$ cat src/hw/supply_trim_pkg.sv
// Purpose: Shared constants for the supply trim register bank
// Assumes: 50 MHz system clock
// Notes:   Times are kept in their own units; cycle counts are derived in the bank
package supply_trim_pkg;
    // Register offsets on the serial port and their non-volatile shadows
    localparam logic [7:0]  MON_CFG_ADDR     = 8'h0F;
    localparam logic [7:0]  TRIM_CFG_ADDR    = 8'h10;
    localparam logic [15:0] MON_CFG_EE_ADDR  = 16'h810F;
    localparam logic [15:0] TRIM_CFG_EE_ADDR = 16'h8110;
    localparam logic [7:0]  CFG_RESET        = 8'h00;
    localparam logic [7:0]  READ_UNMAPPED    = 8'h00;

    // Field positions of the soft-start and share register
    localparam int WARN_HI  = 7;
    localparam int WARN_LO  = 6;
    localparam int BAND_HI  = 5;
    localparam int BAND_LO  = 4;
    localparam int RAMP_HI  = 3;
    localparam int RAMP_LO  = 2;
    localparam int ADDR_BIT = 1;
    localparam int LOCK_BIT = 0;

    // Field positions of the monitor pin register
    localparam int MON_HI = 4;
    localparam int MON_LO = 2;
    localparam int DEB_HI = 1;
    localparam int DEB_LO = 0;

    // Monitor pin function codes
    localparam logic [2:0] MON_MAINS_A = 3'h0;
    localparam logic [2:0] MON_MAINS_B = 3'h1;
    localparam logic [2:0] MON_POS_OV  = 3'h2;
    localparam logic [2:0] MON_POS_UV  = 3'h3;
    localparam logic [2:0] MON_NEG_OV  = 3'h4;
    localparam logic [2:0] MON_NEG_UV  = 3'h5;
    localparam logic [2:0] MON_FLAG    = 3'h6;
    localparam logic [2:0] MON_OFF     = 3'h7;

    // Power-off warning delays in ms, by code
    localparam int WARN_MS_0 = 2;
    localparam int WARN_MS_1 = 0;
    localparam int WARN_MS_2 = 1;
    localparam int WARN_MS_3 = 4;

    // Soft-start rise times in us, by code
    localparam int RAMP_US_0 = 300;
    localparam int RAMP_US_1 = 10000;
    localparam int RAMP_US_2 = 20000;
    localparam int RAMP_US_3 = 40000;

    localparam int US_PER_MS = 1000;
    localparam int TIMER_W   = 22;

    typedef enum logic [1:0] {LOAD_IDLE, LOAD_MON, LOAD_TRIM} load_state_e;
endpackage

$ cat src/hw/countdown_timer.sv
// Purpose: Loadable down counter used for the warning and ramp delays
// Assumes: start is a one-cycle pulse from the same clock
// Notes:   busy is high while the count is non-zero
`timescale 1ns/100ps
`default_nettype none
module countdown_timer #(
    parameter int W = 22
) (
    input  wire logic         clock,
    input  wire logic         nrst,
    input  wire logic         start,
    input  wire logic [W-1:0] load_value,
    output logic              busy
);
    logic [W-1:0] count;

    always_ff @(posedge clock) begin
        if (!nrst) begin
            count <= '0;
        end else if (start) begin
            count <= load_value;
        end else if (count != '0) begin
            count <= count - W'(1);
        end
    end

    assign busy = (count != '0);
endmodule
`default_nettype wire

$ cat src/hw/supply_config_trim_registers.sv
// Purpose: Monitor pin and soft-start/share trim registers with shadow download
// Assumes: Serial port front end gives byte-wide register strobes
// Notes:   Pin inputs pass three flops; a change counts when stages two and three agree
`timescale 1ns/100ps
`default_nettype none
module supply_config_trim_registers #(
    parameter int CLK_MHZ = 50
) (
    input  wire logic        clock,
    input  wire logic        nrst,
    input  wire logic        reg_wr,
    input  wire logic        reg_rd,
    input  wire logic [7:0]  reg_addr,
    input  wire logic [7:0]  reg_wdata,
    output logic      [7:0]  reg_rdata,
    input  wire logic        test_download,
    output logic             ee_req,
    output logic      [15:0] ee_addr,
    input  wire logic        ee_ack,
    input  wire logic [7:0]  ee_data,
    output logic             load_busy,
    input  wire logic        mains_good_signal,
    input  wire logic        mon_above_dac,
    input  wire logic        supply_ok_req,
    output logic             mon_pin_out,
    output logic             mon_pin_oe,
    output logic             manufacturing_flag,
    output logic             mon_ov,
    output logic             mon_uv,
    output logic             output_good_signal,
    output logic             ramp_active,
    output logic      [1:0]  power_off_warn_delay,
    output logic      [2:0]  share_capture_pct,
    output logic      [1:0]  ramp_time_sel,
    output logic             second_addr_select,
    output logic      [1:0]  pin_on_debounce_sel
);
    localparam int TW = supply_trim_pkg::TIMER_W;

    supply_trim_pkg::load_state_e load_state;
    logic [7:0] mon_cfg;
    logic [7:0] trim_cfg;
    logic       trim_locked;
    logic       trim_wr_ok;
    logic [2:0] sync_mains;
    logic [2:0] sync_cmp;
    logic [2:0] sync_ok;
    logic       mains_f;
    logic       cmp_f;
    logic       ok_f;
    logic       ok_prev;
    logic       warn_busy;
    logic       ramp_busy;
    logic       ok_rise;
    logic       ok_fall;
    logic [2:0] mon_sel;

    function automatic logic [TW-1:0] us_cycles(input int us);
        us_cycles = TW'(us * CLK_MHZ);
    endfunction

    function automatic logic [TW-1:0] warn_cycles(input logic [1:0] code);
        case (code)
            2'h0:    warn_cycles = us_cycles(supply_trim_pkg::WARN_MS_0 * supply_trim_pkg::US_PER_MS);
            2'h1:    warn_cycles = us_cycles(supply_trim_pkg::WARN_MS_1 * supply_trim_pkg::US_PER_MS);
            2'h2:    warn_cycles = us_cycles(supply_trim_pkg::WARN_MS_2 * supply_trim_pkg::US_PER_MS);
            default: warn_cycles = us_cycles(supply_trim_pkg::WARN_MS_3 * supply_trim_pkg::US_PER_MS);
        endcase
    endfunction

    function automatic logic [TW-1:0] ramp_cycles(input logic [1:0] code);
        case (code)
            2'h0:    ramp_cycles = us_cycles(supply_trim_pkg::RAMP_US_0);
            2'h1:    ramp_cycles = us_cycles(supply_trim_pkg::RAMP_US_1);
            2'h2:    ramp_cycles = us_cycles(supply_trim_pkg::RAMP_US_2);
            default: ramp_cycles = us_cycles(supply_trim_pkg::RAMP_US_3);
        endcase
    endfunction

    // Shadow download sequence
    always_ff @(posedge clock) begin
        if (!nrst) begin
            load_state <= supply_trim_pkg::LOAD_MON;
        end else begin
            case (load_state)
                supply_trim_pkg::LOAD_IDLE: begin
                    if (test_download) begin
                        load_state <= supply_trim_pkg::LOAD_MON;
                    end
                end
                supply_trim_pkg::LOAD_MON: begin
                    if (ee_ack) begin
                        load_state <= supply_trim_pkg::LOAD_TRIM;
                    end
                end
                supply_trim_pkg::LOAD_TRIM: begin
                    if (ee_ack) begin
                        load_state <= supply_trim_pkg::LOAD_IDLE;
                    end
                end
                default: load_state <= supply_trim_pkg::LOAD_IDLE;
            endcase
        end
    end

    assign load_busy = (load_state != supply_trim_pkg::LOAD_IDLE);
    assign ee_req    = load_busy;
    assign ee_addr   = (load_state == supply_trim_pkg::LOAD_TRIM) ? supply_trim_pkg::TRIM_CFG_EE_ADDR
                                                                 : supply_trim_pkg::MON_CFG_EE_ADDR;

    // Register writes; download has priority over the serial port
    assign trim_locked = trim_cfg[supply_trim_pkg::LOCK_BIT];
    assign trim_wr_ok  = reg_wr && !trim_locked && !load_busy;

    always_ff @(posedge clock) begin
        if (!nrst) begin
            mon_cfg <= supply_trim_pkg::CFG_RESET;
        end else if (load_state == supply_trim_pkg::LOAD_MON && ee_ack) begin
            mon_cfg <= ee_data;
        end else if (trim_wr_ok && reg_addr == supply_trim_pkg::MON_CFG_ADDR) begin
            mon_cfg <= reg_wdata;
        end
    end

    always_ff @(posedge clock) begin
        if (!nrst) begin
            trim_cfg <= supply_trim_pkg::CFG_RESET;
        end else if (load_state == supply_trim_pkg::LOAD_TRIM && ee_ack) begin
            trim_cfg <= ee_data;
        end else if (trim_wr_ok && reg_addr == supply_trim_pkg::TRIM_CFG_ADDR) begin
            trim_cfg <= reg_wdata;
        end
    end

    // Register reads, one cycle after the strobe
    always_ff @(posedge clock) begin
        if (!nrst) begin
            reg_rdata <= supply_trim_pkg::READ_UNMAPPED;
        end else if (reg_rd) begin
            case (reg_addr)
                supply_trim_pkg::MON_CFG_ADDR:  reg_rdata <= mon_cfg;
                supply_trim_pkg::TRIM_CFG_ADDR: reg_rdata <= trim_cfg;
                default:                        reg_rdata <= supply_trim_pkg::READ_UNMAPPED;
            endcase
        end
    end

    // Field decode
    assign power_off_warn_delay = trim_cfg[supply_trim_pkg::WARN_HI:supply_trim_pkg::WARN_LO];
    assign share_capture_pct    = {1'b0, trim_cfg[supply_trim_pkg::BAND_HI:supply_trim_pkg::BAND_LO]} + 3'h1;
    assign ramp_time_sel        = trim_cfg[supply_trim_pkg::RAMP_HI:supply_trim_pkg::RAMP_LO];
    assign second_addr_select   = trim_cfg[supply_trim_pkg::ADDR_BIT];
    assign pin_on_debounce_sel  = mon_cfg[supply_trim_pkg::DEB_HI:supply_trim_pkg::DEB_LO];
    assign mon_sel              = mon_cfg[supply_trim_pkg::MON_HI:supply_trim_pkg::MON_LO];

    // Pin synchronisers
    always_ff @(posedge clock) begin
        if (!nrst) begin
            sync_mains <= '0;
            sync_cmp   <= '0;
            sync_ok    <= '0;
        end else begin
            sync_mains <= {sync_mains[1:0], mains_good_signal};
            sync_cmp   <= {sync_cmp[1:0], mon_above_dac};
            sync_ok    <= {sync_ok[1:0], supply_ok_req};
        end
    end

    always_ff @(posedge clock) begin
        if (!nrst) begin
            mains_f <= 1'b0;
            cmp_f   <= 1'b0;
            ok_f    <= 1'b0;
            ok_prev <= 1'b0;
        end else begin
            if (sync_mains[2] == sync_mains[1]) begin
                mains_f <= sync_mains[2];
            end
            if (sync_cmp[2] == sync_cmp[1]) begin
                cmp_f <= sync_cmp[2];
            end
            if (sync_ok[2] == sync_ok[1]) begin
                ok_f <= sync_ok[2];
            end
            ok_prev <= ok_f;
        end
    end

    // Monitor pin function
    always_ff @(posedge clock) begin
        if (!nrst) begin
            mon_pin_out        <= 1'b0;
            mon_pin_oe         <= 1'b0;
            manufacturing_flag <= 1'b0;
            mon_ov             <= 1'b0;
            mon_uv             <= 1'b0;
        end else begin
            mon_pin_out        <= mains_f;
            mon_pin_oe         <= (mon_sel == supply_trim_pkg::MON_MAINS_A) || (mon_sel == supply_trim_pkg::MON_MAINS_B);
            manufacturing_flag <= cmp_f && (mon_sel >= supply_trim_pkg::MON_POS_OV)
                                        && (mon_sel != supply_trim_pkg::MON_OFF);
            mon_ov             <= (mon_sel == supply_trim_pkg::MON_POS_OV && cmp_f)
                               || (mon_sel == supply_trim_pkg::MON_NEG_OV && !cmp_f);
            mon_uv             <= (mon_sel == supply_trim_pkg::MON_POS_UV && !cmp_f)
                               || (mon_sel == supply_trim_pkg::MON_NEG_UV && cmp_f);
        end
    end

    // Soft-start ramp and power-off warning
    assign ok_rise = ok_f && !ok_prev;
    assign ok_fall = !ok_f && ok_prev;

    countdown_timer #(.W(TW)) ramp_timer (
        .clock      (clock),
        .nrst       (nrst),
        .start      (ok_rise),
        .load_value (ramp_cycles(ramp_time_sel)),
        .busy       (ramp_busy)
    );

    countdown_timer #(.W(TW)) warn_timer (
        .clock      (clock),
        .nrst       (nrst),
        .start      (ok_fall),
        .load_value (warn_cycles(power_off_warn_delay)),
        .busy       (warn_busy)
    );

    assign ramp_active = ramp_busy;

    always_ff @(posedge clock) begin
        if (!nrst) begin
            output_good_signal <= 1'b0;
        end else if (ok_f && !ok_rise && !ramp_busy) begin
            output_good_signal <= 1'b1;
        end else if (!ok_f && !ok_fall && !warn_busy) begin
            output_good_signal <= 1'b0;
        end
    end
endmodule
`default_nettype wire

$ cat config.mk
export PLATFORM = sky130hd
export DESIGN_NAME = supply_config_trim_registers
export DESIGN_NICKNAME = d
export VERILOG_FILES = /design/src/hw/supply_trim_pkg.sv /design/src/hw/countdown_timer.sv /design/src/hw/supply_config_trim_registers.sv
export SDC_FILE = /design/constraint.sdc
export NUM_CORES = 1
export LEC_CHECK = 0
export BUFFER_PORTS_ARGS = -buffer_cell sky130_fd_sc_hd__buf_2
export CAP_MARGIN = 20
export CORE_MARGIN = 1
export CORE_UTILIZATION = 57
export CTS_CLUSTER_DIAMETER = 60
export DETAILED_ROUTE_END_ITERATION = 8
export GPL_TIMING_DRIVEN = 0
export PLACE_DENSITY_LB_ADDON = 0.15
export SYNTH_ARGS = -nofsm -noshare
export SYNTH_HDL_FRONTEND = slang
export SYNTH_HIERARCHICAL = 1
export SYNTH_SLANG_ARGS = --single-unit
$ cat constraint.sdc
create_clock -name clock -period 2.65 [get_ports clock]
set_clock_uncertainty 0.2 [all_clocks]
set_input_delay 0.53 -clock clock [delete_from_list [all_inputs] [get_ports clock]]
set_output_delay 0.53 -clock clock [all_outputs]
set_load 0.01 [all_outputs]
======== Word-level counts from Yosys, hierarchy flattened ========
Cells that the tools add are included.
cells by class
  add/sub/neg operators ................... 3
  $lt $le $gt $ge ......................... 1
  reduce and logical (&&, ||, !) cells .... 43
  eq/ne operators ......................... 20
  muxes and demuxes ....................... 18
operator list
  operator                                                               count
  22-bit 2-to-1 mux                                                      4
  21-bit case mux with 3 select lines                                    1
  18-bit case mux with 3 select lines                                    1
  22-bit nonzero test                                                    2
  22-bit by 1-bit subtractor with 22-bit output, second input constant   2
  8-bit 2-to-1 mux                                                       4
  1-bit logical AND                                                      18
  8-bit case mux with 2 select lines                                     1
  2-bit nonzero test                                                     6
  1-bit zero test                                                        9
  8-bit by 4-bit equality test with 1-bit output, second input constant  1
  8-bit by 5-bit equality test with 1-bit output, second input constant  1
  2-bit by 1-bit equality test with 1-bit output, second input constant  3
  2-bit equality test, second input constant                             3
  3-bit by 2-bit equality test with 1-bit output, second input constant  2
  3-bit equality test, second input constant                             2
  2-bit zero test                                                        3
  2-bit 2-to-1 mux                                                       3
  2-bit != test, second input constant                                   3
  2-bit case mux with 3 select lines                                     1
  5-bit 2-to-1 mux                                                       1
  2-bit by 1-bit adder with 3-bit output, second input constant          1
  1-bit equality test                                                    3
  3-bit by 1-bit equality test with 1-bit output, second input constant  1
  6 further kinds                                                        9
word-level totals
  word-level logic and storage cells ...... 104
  flip-flop bits (word level) ............. 89
  input bits .............................. 33

======== Logic depth before layout (Yosys ltp) ========
  depth in word-level cells ............... 7
  mapped depth ............................ 9
  depth with buffers taken out ............ 9

======== Cells and area by module ========
Netlist, hierarchy kept.
modules (own cells, without submodules)
  module                        area each (um2)  times used  cells each
  supply_config_trim_registers  2397.3           1           261
  countdown_timer               1194.9           2           137

======== Least setup slack after synthesis ========
No wires, ideal clock.
  path type ............................... flip-flop to output port
  from .................................... register ramp_timer.count[0]
  to ...................................... output port ramp_active
  setup slack ............................. 0.397 ns
  arrival time ............................ 1.523 ns
  path buffers ............................ 0
  cell stages (with the launch flop) ...... 7
  cells stage by stage .................... dfxtp_1 inv_1 ha_1 or4b_4 nand4b_4 nor2_4 inv_2
on the way
  word-level cells in the longest chain between the ends .. 1
ends and longest elaborated chain
  element                 RTL line                            RTL
  from (decl)             countdown_timer.sv:15               logic [W-1:0] count;
  from (signal assigned)  countdown_timer.sv:21               count <= load_value;
  from (signal assigned)  countdown_timer.sv:23               count <= count - W'(1);
  22-bit nonzero test     countdown_timer.sv:27               assign busy = (count != '0);
  to (decl)               supply_config_trim_registers.sv:31  output logic ramp_active,
No other way between the ends.

======== Final worst setup path ========
  from .................................... register ramp_timer.count[17]
  to ...................................... output port ramp_active
The elaborated chain is that of the path after synthesis.

==> metrics.log <==
INFO  metric slowest_delay = 540 ps
INFO  metric clock_pin_slew_worst_setup_and_hold_paths = 100 ps
INFO  metric hp-start = mains_good_signal
INFO  metric crit_path_top_delay_cell = sky130_fd_sc_hd__or4_4
INFO  metric detail-route-antenna-nets = 0
INFO  metric tritoncts = built
INFO  metric post_synth_instance_area = 0.004787 sq mm
INFO  metric worst_pin_slew = 515.3 ps
INFO  metric final_cell_mix = sky130_fd_sc_hd__nand2_1, sky130_fd_sc_hd__dfxtp_1, sky130_fd_sc_hd__buf_2, sky130_fd_sc_hd__o21ai_0, sky130_fd_sc_hd__buf_4
INFO  metric stdcell_area = 0.005630 sq mm
INFO  metric timing.fmax = 378.2 MHz
INFO  metric drive_gt1_share = 27.36%
INFO  metric yosysSeqAreaShare = 37.22%
INFO  metric postSynth.topFlopCell = sky130_fd_sc_hd__dfxtp_1
INFO  metric reg2reg_setup_slack = 200 ps
INFO  metric path_max_fanout = 3
INFO  metric dp_worst_setup_slack = 95.88 ps
INFO  metric cts.htree.levels = 3
INFO  metric crit_type = flip-flop to output pin
INFO  metric net_total_in_the_final_layout = 688
INFO  metric power.static_leakage = 0.002303 uW
INFO  metric finalWirelength = 10210 um
INFO  metric relSlewSlack = 65.64%
INFO  metric route.detailed.vias_per_inst = 5.277
INFO  metric place_area = 0.005325 sq mm
INFO  metric fp.coreArea = 0.008175 sq mm
INFO  metric final_period_minus_worst_setup_slack = 2644 ps
INFO  metric clock_tree.buffer_depth = 2
INFO  metric worst-endpoint-arrival = 1910 ps
INFO  metric synthCells = 535
INFO  metric fp.dieW = 93.64 um
INFO  metric hold_depth = 2
INFO  metric io_buffer_count = 64
INFO  metric area_growth_syn_to_layout = 17.62%
INFO  metric yosysTopAreaCell = sky130_fd_sc_hd__dfxtp_1
INFO  metric remaining_drc_errors = 0
INFO  metric detail_route.first_pass.iterations = 4
INFO  metric warnings_synthesis = 6
INFO  metric initial_utilization = 58.56%
INFO  metric most_common_cell_after_layout_fill_and_taps_aside = sky130_fd_sc_hd__nand2_1
INFO  metric clock-root-buffer = sky130_fd_sc_hd__clkbuf_8
INFO  metric drt_iter0_markers = 162
INFO  metric floorplan.rows = 33
INFO  metric finalHoldViolations = 0
INFO  metric diodes = 0
INFO  metric synth_enable_flop_cells = 0
INFO  metric crit_chain = or4_4, or3_4, nor2_4, inv_2, buf_6
INFO  metric synth.top_cell.area_share = 37.22%
INFO  metric setup.worst_path.start_class = flip-flop
INFO  metric grt_total_usage = 24.88%
INFO  metric die_height = 93.64 um
INFO  metric min-delay-path-class = primary input to flip-flop
INFO  metric setup_viol = 0
INFO  metric cap_violations = 0
INFO  metric antenna_found_initial = 0
INFO  metric cp.required = 1920 ps
INFO  metric irDropWorstVdd = 0.0003029 V
INFO  metric timing.rr.start = ramp_timer/count[0]
INFO  metric ys_ff_latch = 89
INFO  metric syn_area_per_cell = 8.948 sq um
INFO  metric dp_hpwl = 7411 um
INFO  metric wl_per_cell = 13.57 um
INFO  metric total_die_area = 0.008768 sq mm
INFO  metric ys_async_sr_fraction = 0%
INFO  metric cpLargestDelayFamily = simple AND/OR/NAND/NOR gates
INFO  metric timing.reg2reg.worst_path_depth = 8
INFO  metric post_layout_nonfiller_instances = 752
INFO  metric routed-via-count = 3968
INFO  metric cts_made_buffers = 9
INFO  metric synth.top_cells.by_area = sky130_fd_sc_hd__dfxtp_1, sky130_fd_sc_hd__nand2_1, sky130_fd_sc_hd__o21ai_0, sky130_fd_sc_hd__xnor2_1, sky130_fd_sc_hd__mux2i_1
INFO  metric p_per_area = 823.3 mW/mm^2
INFO  metric critical_path.endpoint_type = output pin
INFO  metric io_pins = 76
INFO  metric rsz0062_at_grt = yes
INFO  metric post_cts_hold_buffer_count = 0
INFO  metric fin_setup_tns = 0 ps
INFO  metric crit-reg2reg-capture = ramp_timer/count[20]
INFO  metric place_congestion = 0.8266
INFO  metric grt_max_degree = 17
INFO  metric clock_sink_count = 89
INFO  metric number_of_global_route_vias_before_repair = 3751
INFO  metric total_gr_overflow = 0
INFO  metric timing.final.max_slew_violations = 0
INFO  metric hold_slack = 163.7 ps
INFO  metric clock_latency = 370 ps
INFO  metric final.period_utilization = 99.78%
INFO  metric hold_end = sync_mains[0]
INFO  metric grt_first_pass_wirelength = 17180 um
INFO  metric cp.buffers_inverters = 2
INFO  metric timing.final.ws_setup = 5.743 ps
INFO  metric cell_count_post_placement = 727
INFO  metric netlist-cell-type-count = 55
INFO  metric status = finished clean
-- cell families after synthesis --
family          synth area share (%)
other cells                   0.1569
fa+ha+maj                      3.398
buf+inv                        6.613
flops                          37.22
xor+xnor                       6.586
simple gates                   25.35
mux                            7.736
compound gates                 12.94
-- sequential cells by signal, indices dropped and copies added (netlist names) --
signal and flops:
manufacturing_flag 1, output_good_signal 1, sync_mains 3, mains_f 1
mon_ov 1, mon_pin_oe 1, mon_pin_out 1, mon_cfg 8
cmp_f 1, ok_prev 1, sync_cmp 3, sync_ok 3
mon_uv 1, reg_rdata 8, ok_f 1, ramp_timer/count 22
load_state 2, trim_cfg 8, warn_timer/count 22
-- cells in the mapped netlist (4+ instances only) --
cell,n
sky130_fd_sc_hd__a21oi_1,4
sky130_fd_sc_hd__nand3b_1,4
sky130_fd_sc_hd__nor2b_1,8
sky130_fd_sc_hd__mux2i_1,19
sky130_fd_sc_hd__buf_4,21
sky130_fd_sc_hd__buf_2,4
sky130_fd_sc_hd__o21ai_0,48
sky130_fd_sc_hd__nor2_1,27
sky130_fd_sc_hd__o22a_2,6
sky130_fd_sc_hd__mux2_2,16
sky130_fd_sc_hd__o211ai_1,5
sky130_fd_sc_hd__or4_1,4
sky130_fd_sc_hd__nor3_1,12
sky130_fd_sc_hd__nor3b_1,4
sky130_fd_sc_hd__inv_1,16
sky130_fd_sc_hd__nand2_1,87
sky130_fd_sc_hd__nor4_4,5
sky130_fd_sc_hd__dfxtp_1,89
sky130_fd_sc_hd__clkbuf_1,11
sky130_fd_sc_hd__and2_1,18
sky130_fd_sc_hd__a31oi_1,5
sky130_fd_sc_hd__xor2_1,12
sky130_fd_sc_hd__ha_1,13
sky130_fd_sc_hd__or2_2,4
sky130_fd_sc_hd__a22o_1,6
sky130_fd_sc_hd__o21ai_1,7
sky130_fd_sc_hd__o31ai_1,6
sky130_fd_sc_hd__a21boi_0,4
sky130_fd_sc_hd__xnor2_1,24
-- stage by stage --
stage / power, uW / util, %
final: 4635 / 68.87
after global routing: 4917 / 68.87
after detailed placement: 3463 / 65.14
after global placement: 3407 / 65.14
after floorplan: 3135 / -
after CTS: 4616 / 68.67
-- layer usage --
| layer | global-route usage [%] | wire, um |
|---|---|---|
| met5 | 0 | 0 |
| met4 | 9.744 | 154 |
| met3 | 3.740 | 411 |
| met2 | 43.08 | 4990 |
| met1 | 30.95 | 4651 |
-- worst max path at each step --
stage,start,end,slack [ps],depth (start not counted)
5_1_grt,ramp_timer/count[0],ramp_active,-50,7
6_report,ramp_timer/count[17],ramp_active,6,5
3_5_place_dp,ramp_timer/count[0],ramp_active,100,7
4_1_cts,ramp_timer/count[20],ramp_active,-30,5
2_1_floorplan,ramp_timer/count[0],ramp_active,400,6
3_3_place_gp,ramp_timer/count[0],ramp_active,100,7
-- repair_timing --
action / in CTS / in global routing
pin swaps: 3 / 4
setup buffers: 7 / 2
gates resized for setup: 6 / 2
setup endpoints to repair: 1 / 1
-- cell type report --
| type | count | area [sq um] |
|---|---|---|
| clock buffer | 9 | 123.9 |
| timing repair buffer | 73 | 394.1 |
| tap | 105 | 131.4 |
| inverter | 18 | 67.56 |
| fill | 670 | 2545 |
| buffer | 40 | 249.0 |
| sequential | 89 | 1788 |
| clock inverter | 7 | 98.84 |
| multi-input combinational | 411 | 2778 |
-- power breakdown --
part           leakage (uW)  internal [uW]  switching (uW)
combinational       0.00146            925             859
clock              0.000111            540             523
sequential         0.000729           1550             243
total               0.00230           3010            1630
No activity file was read; power rests on OpenSTA's default activity.
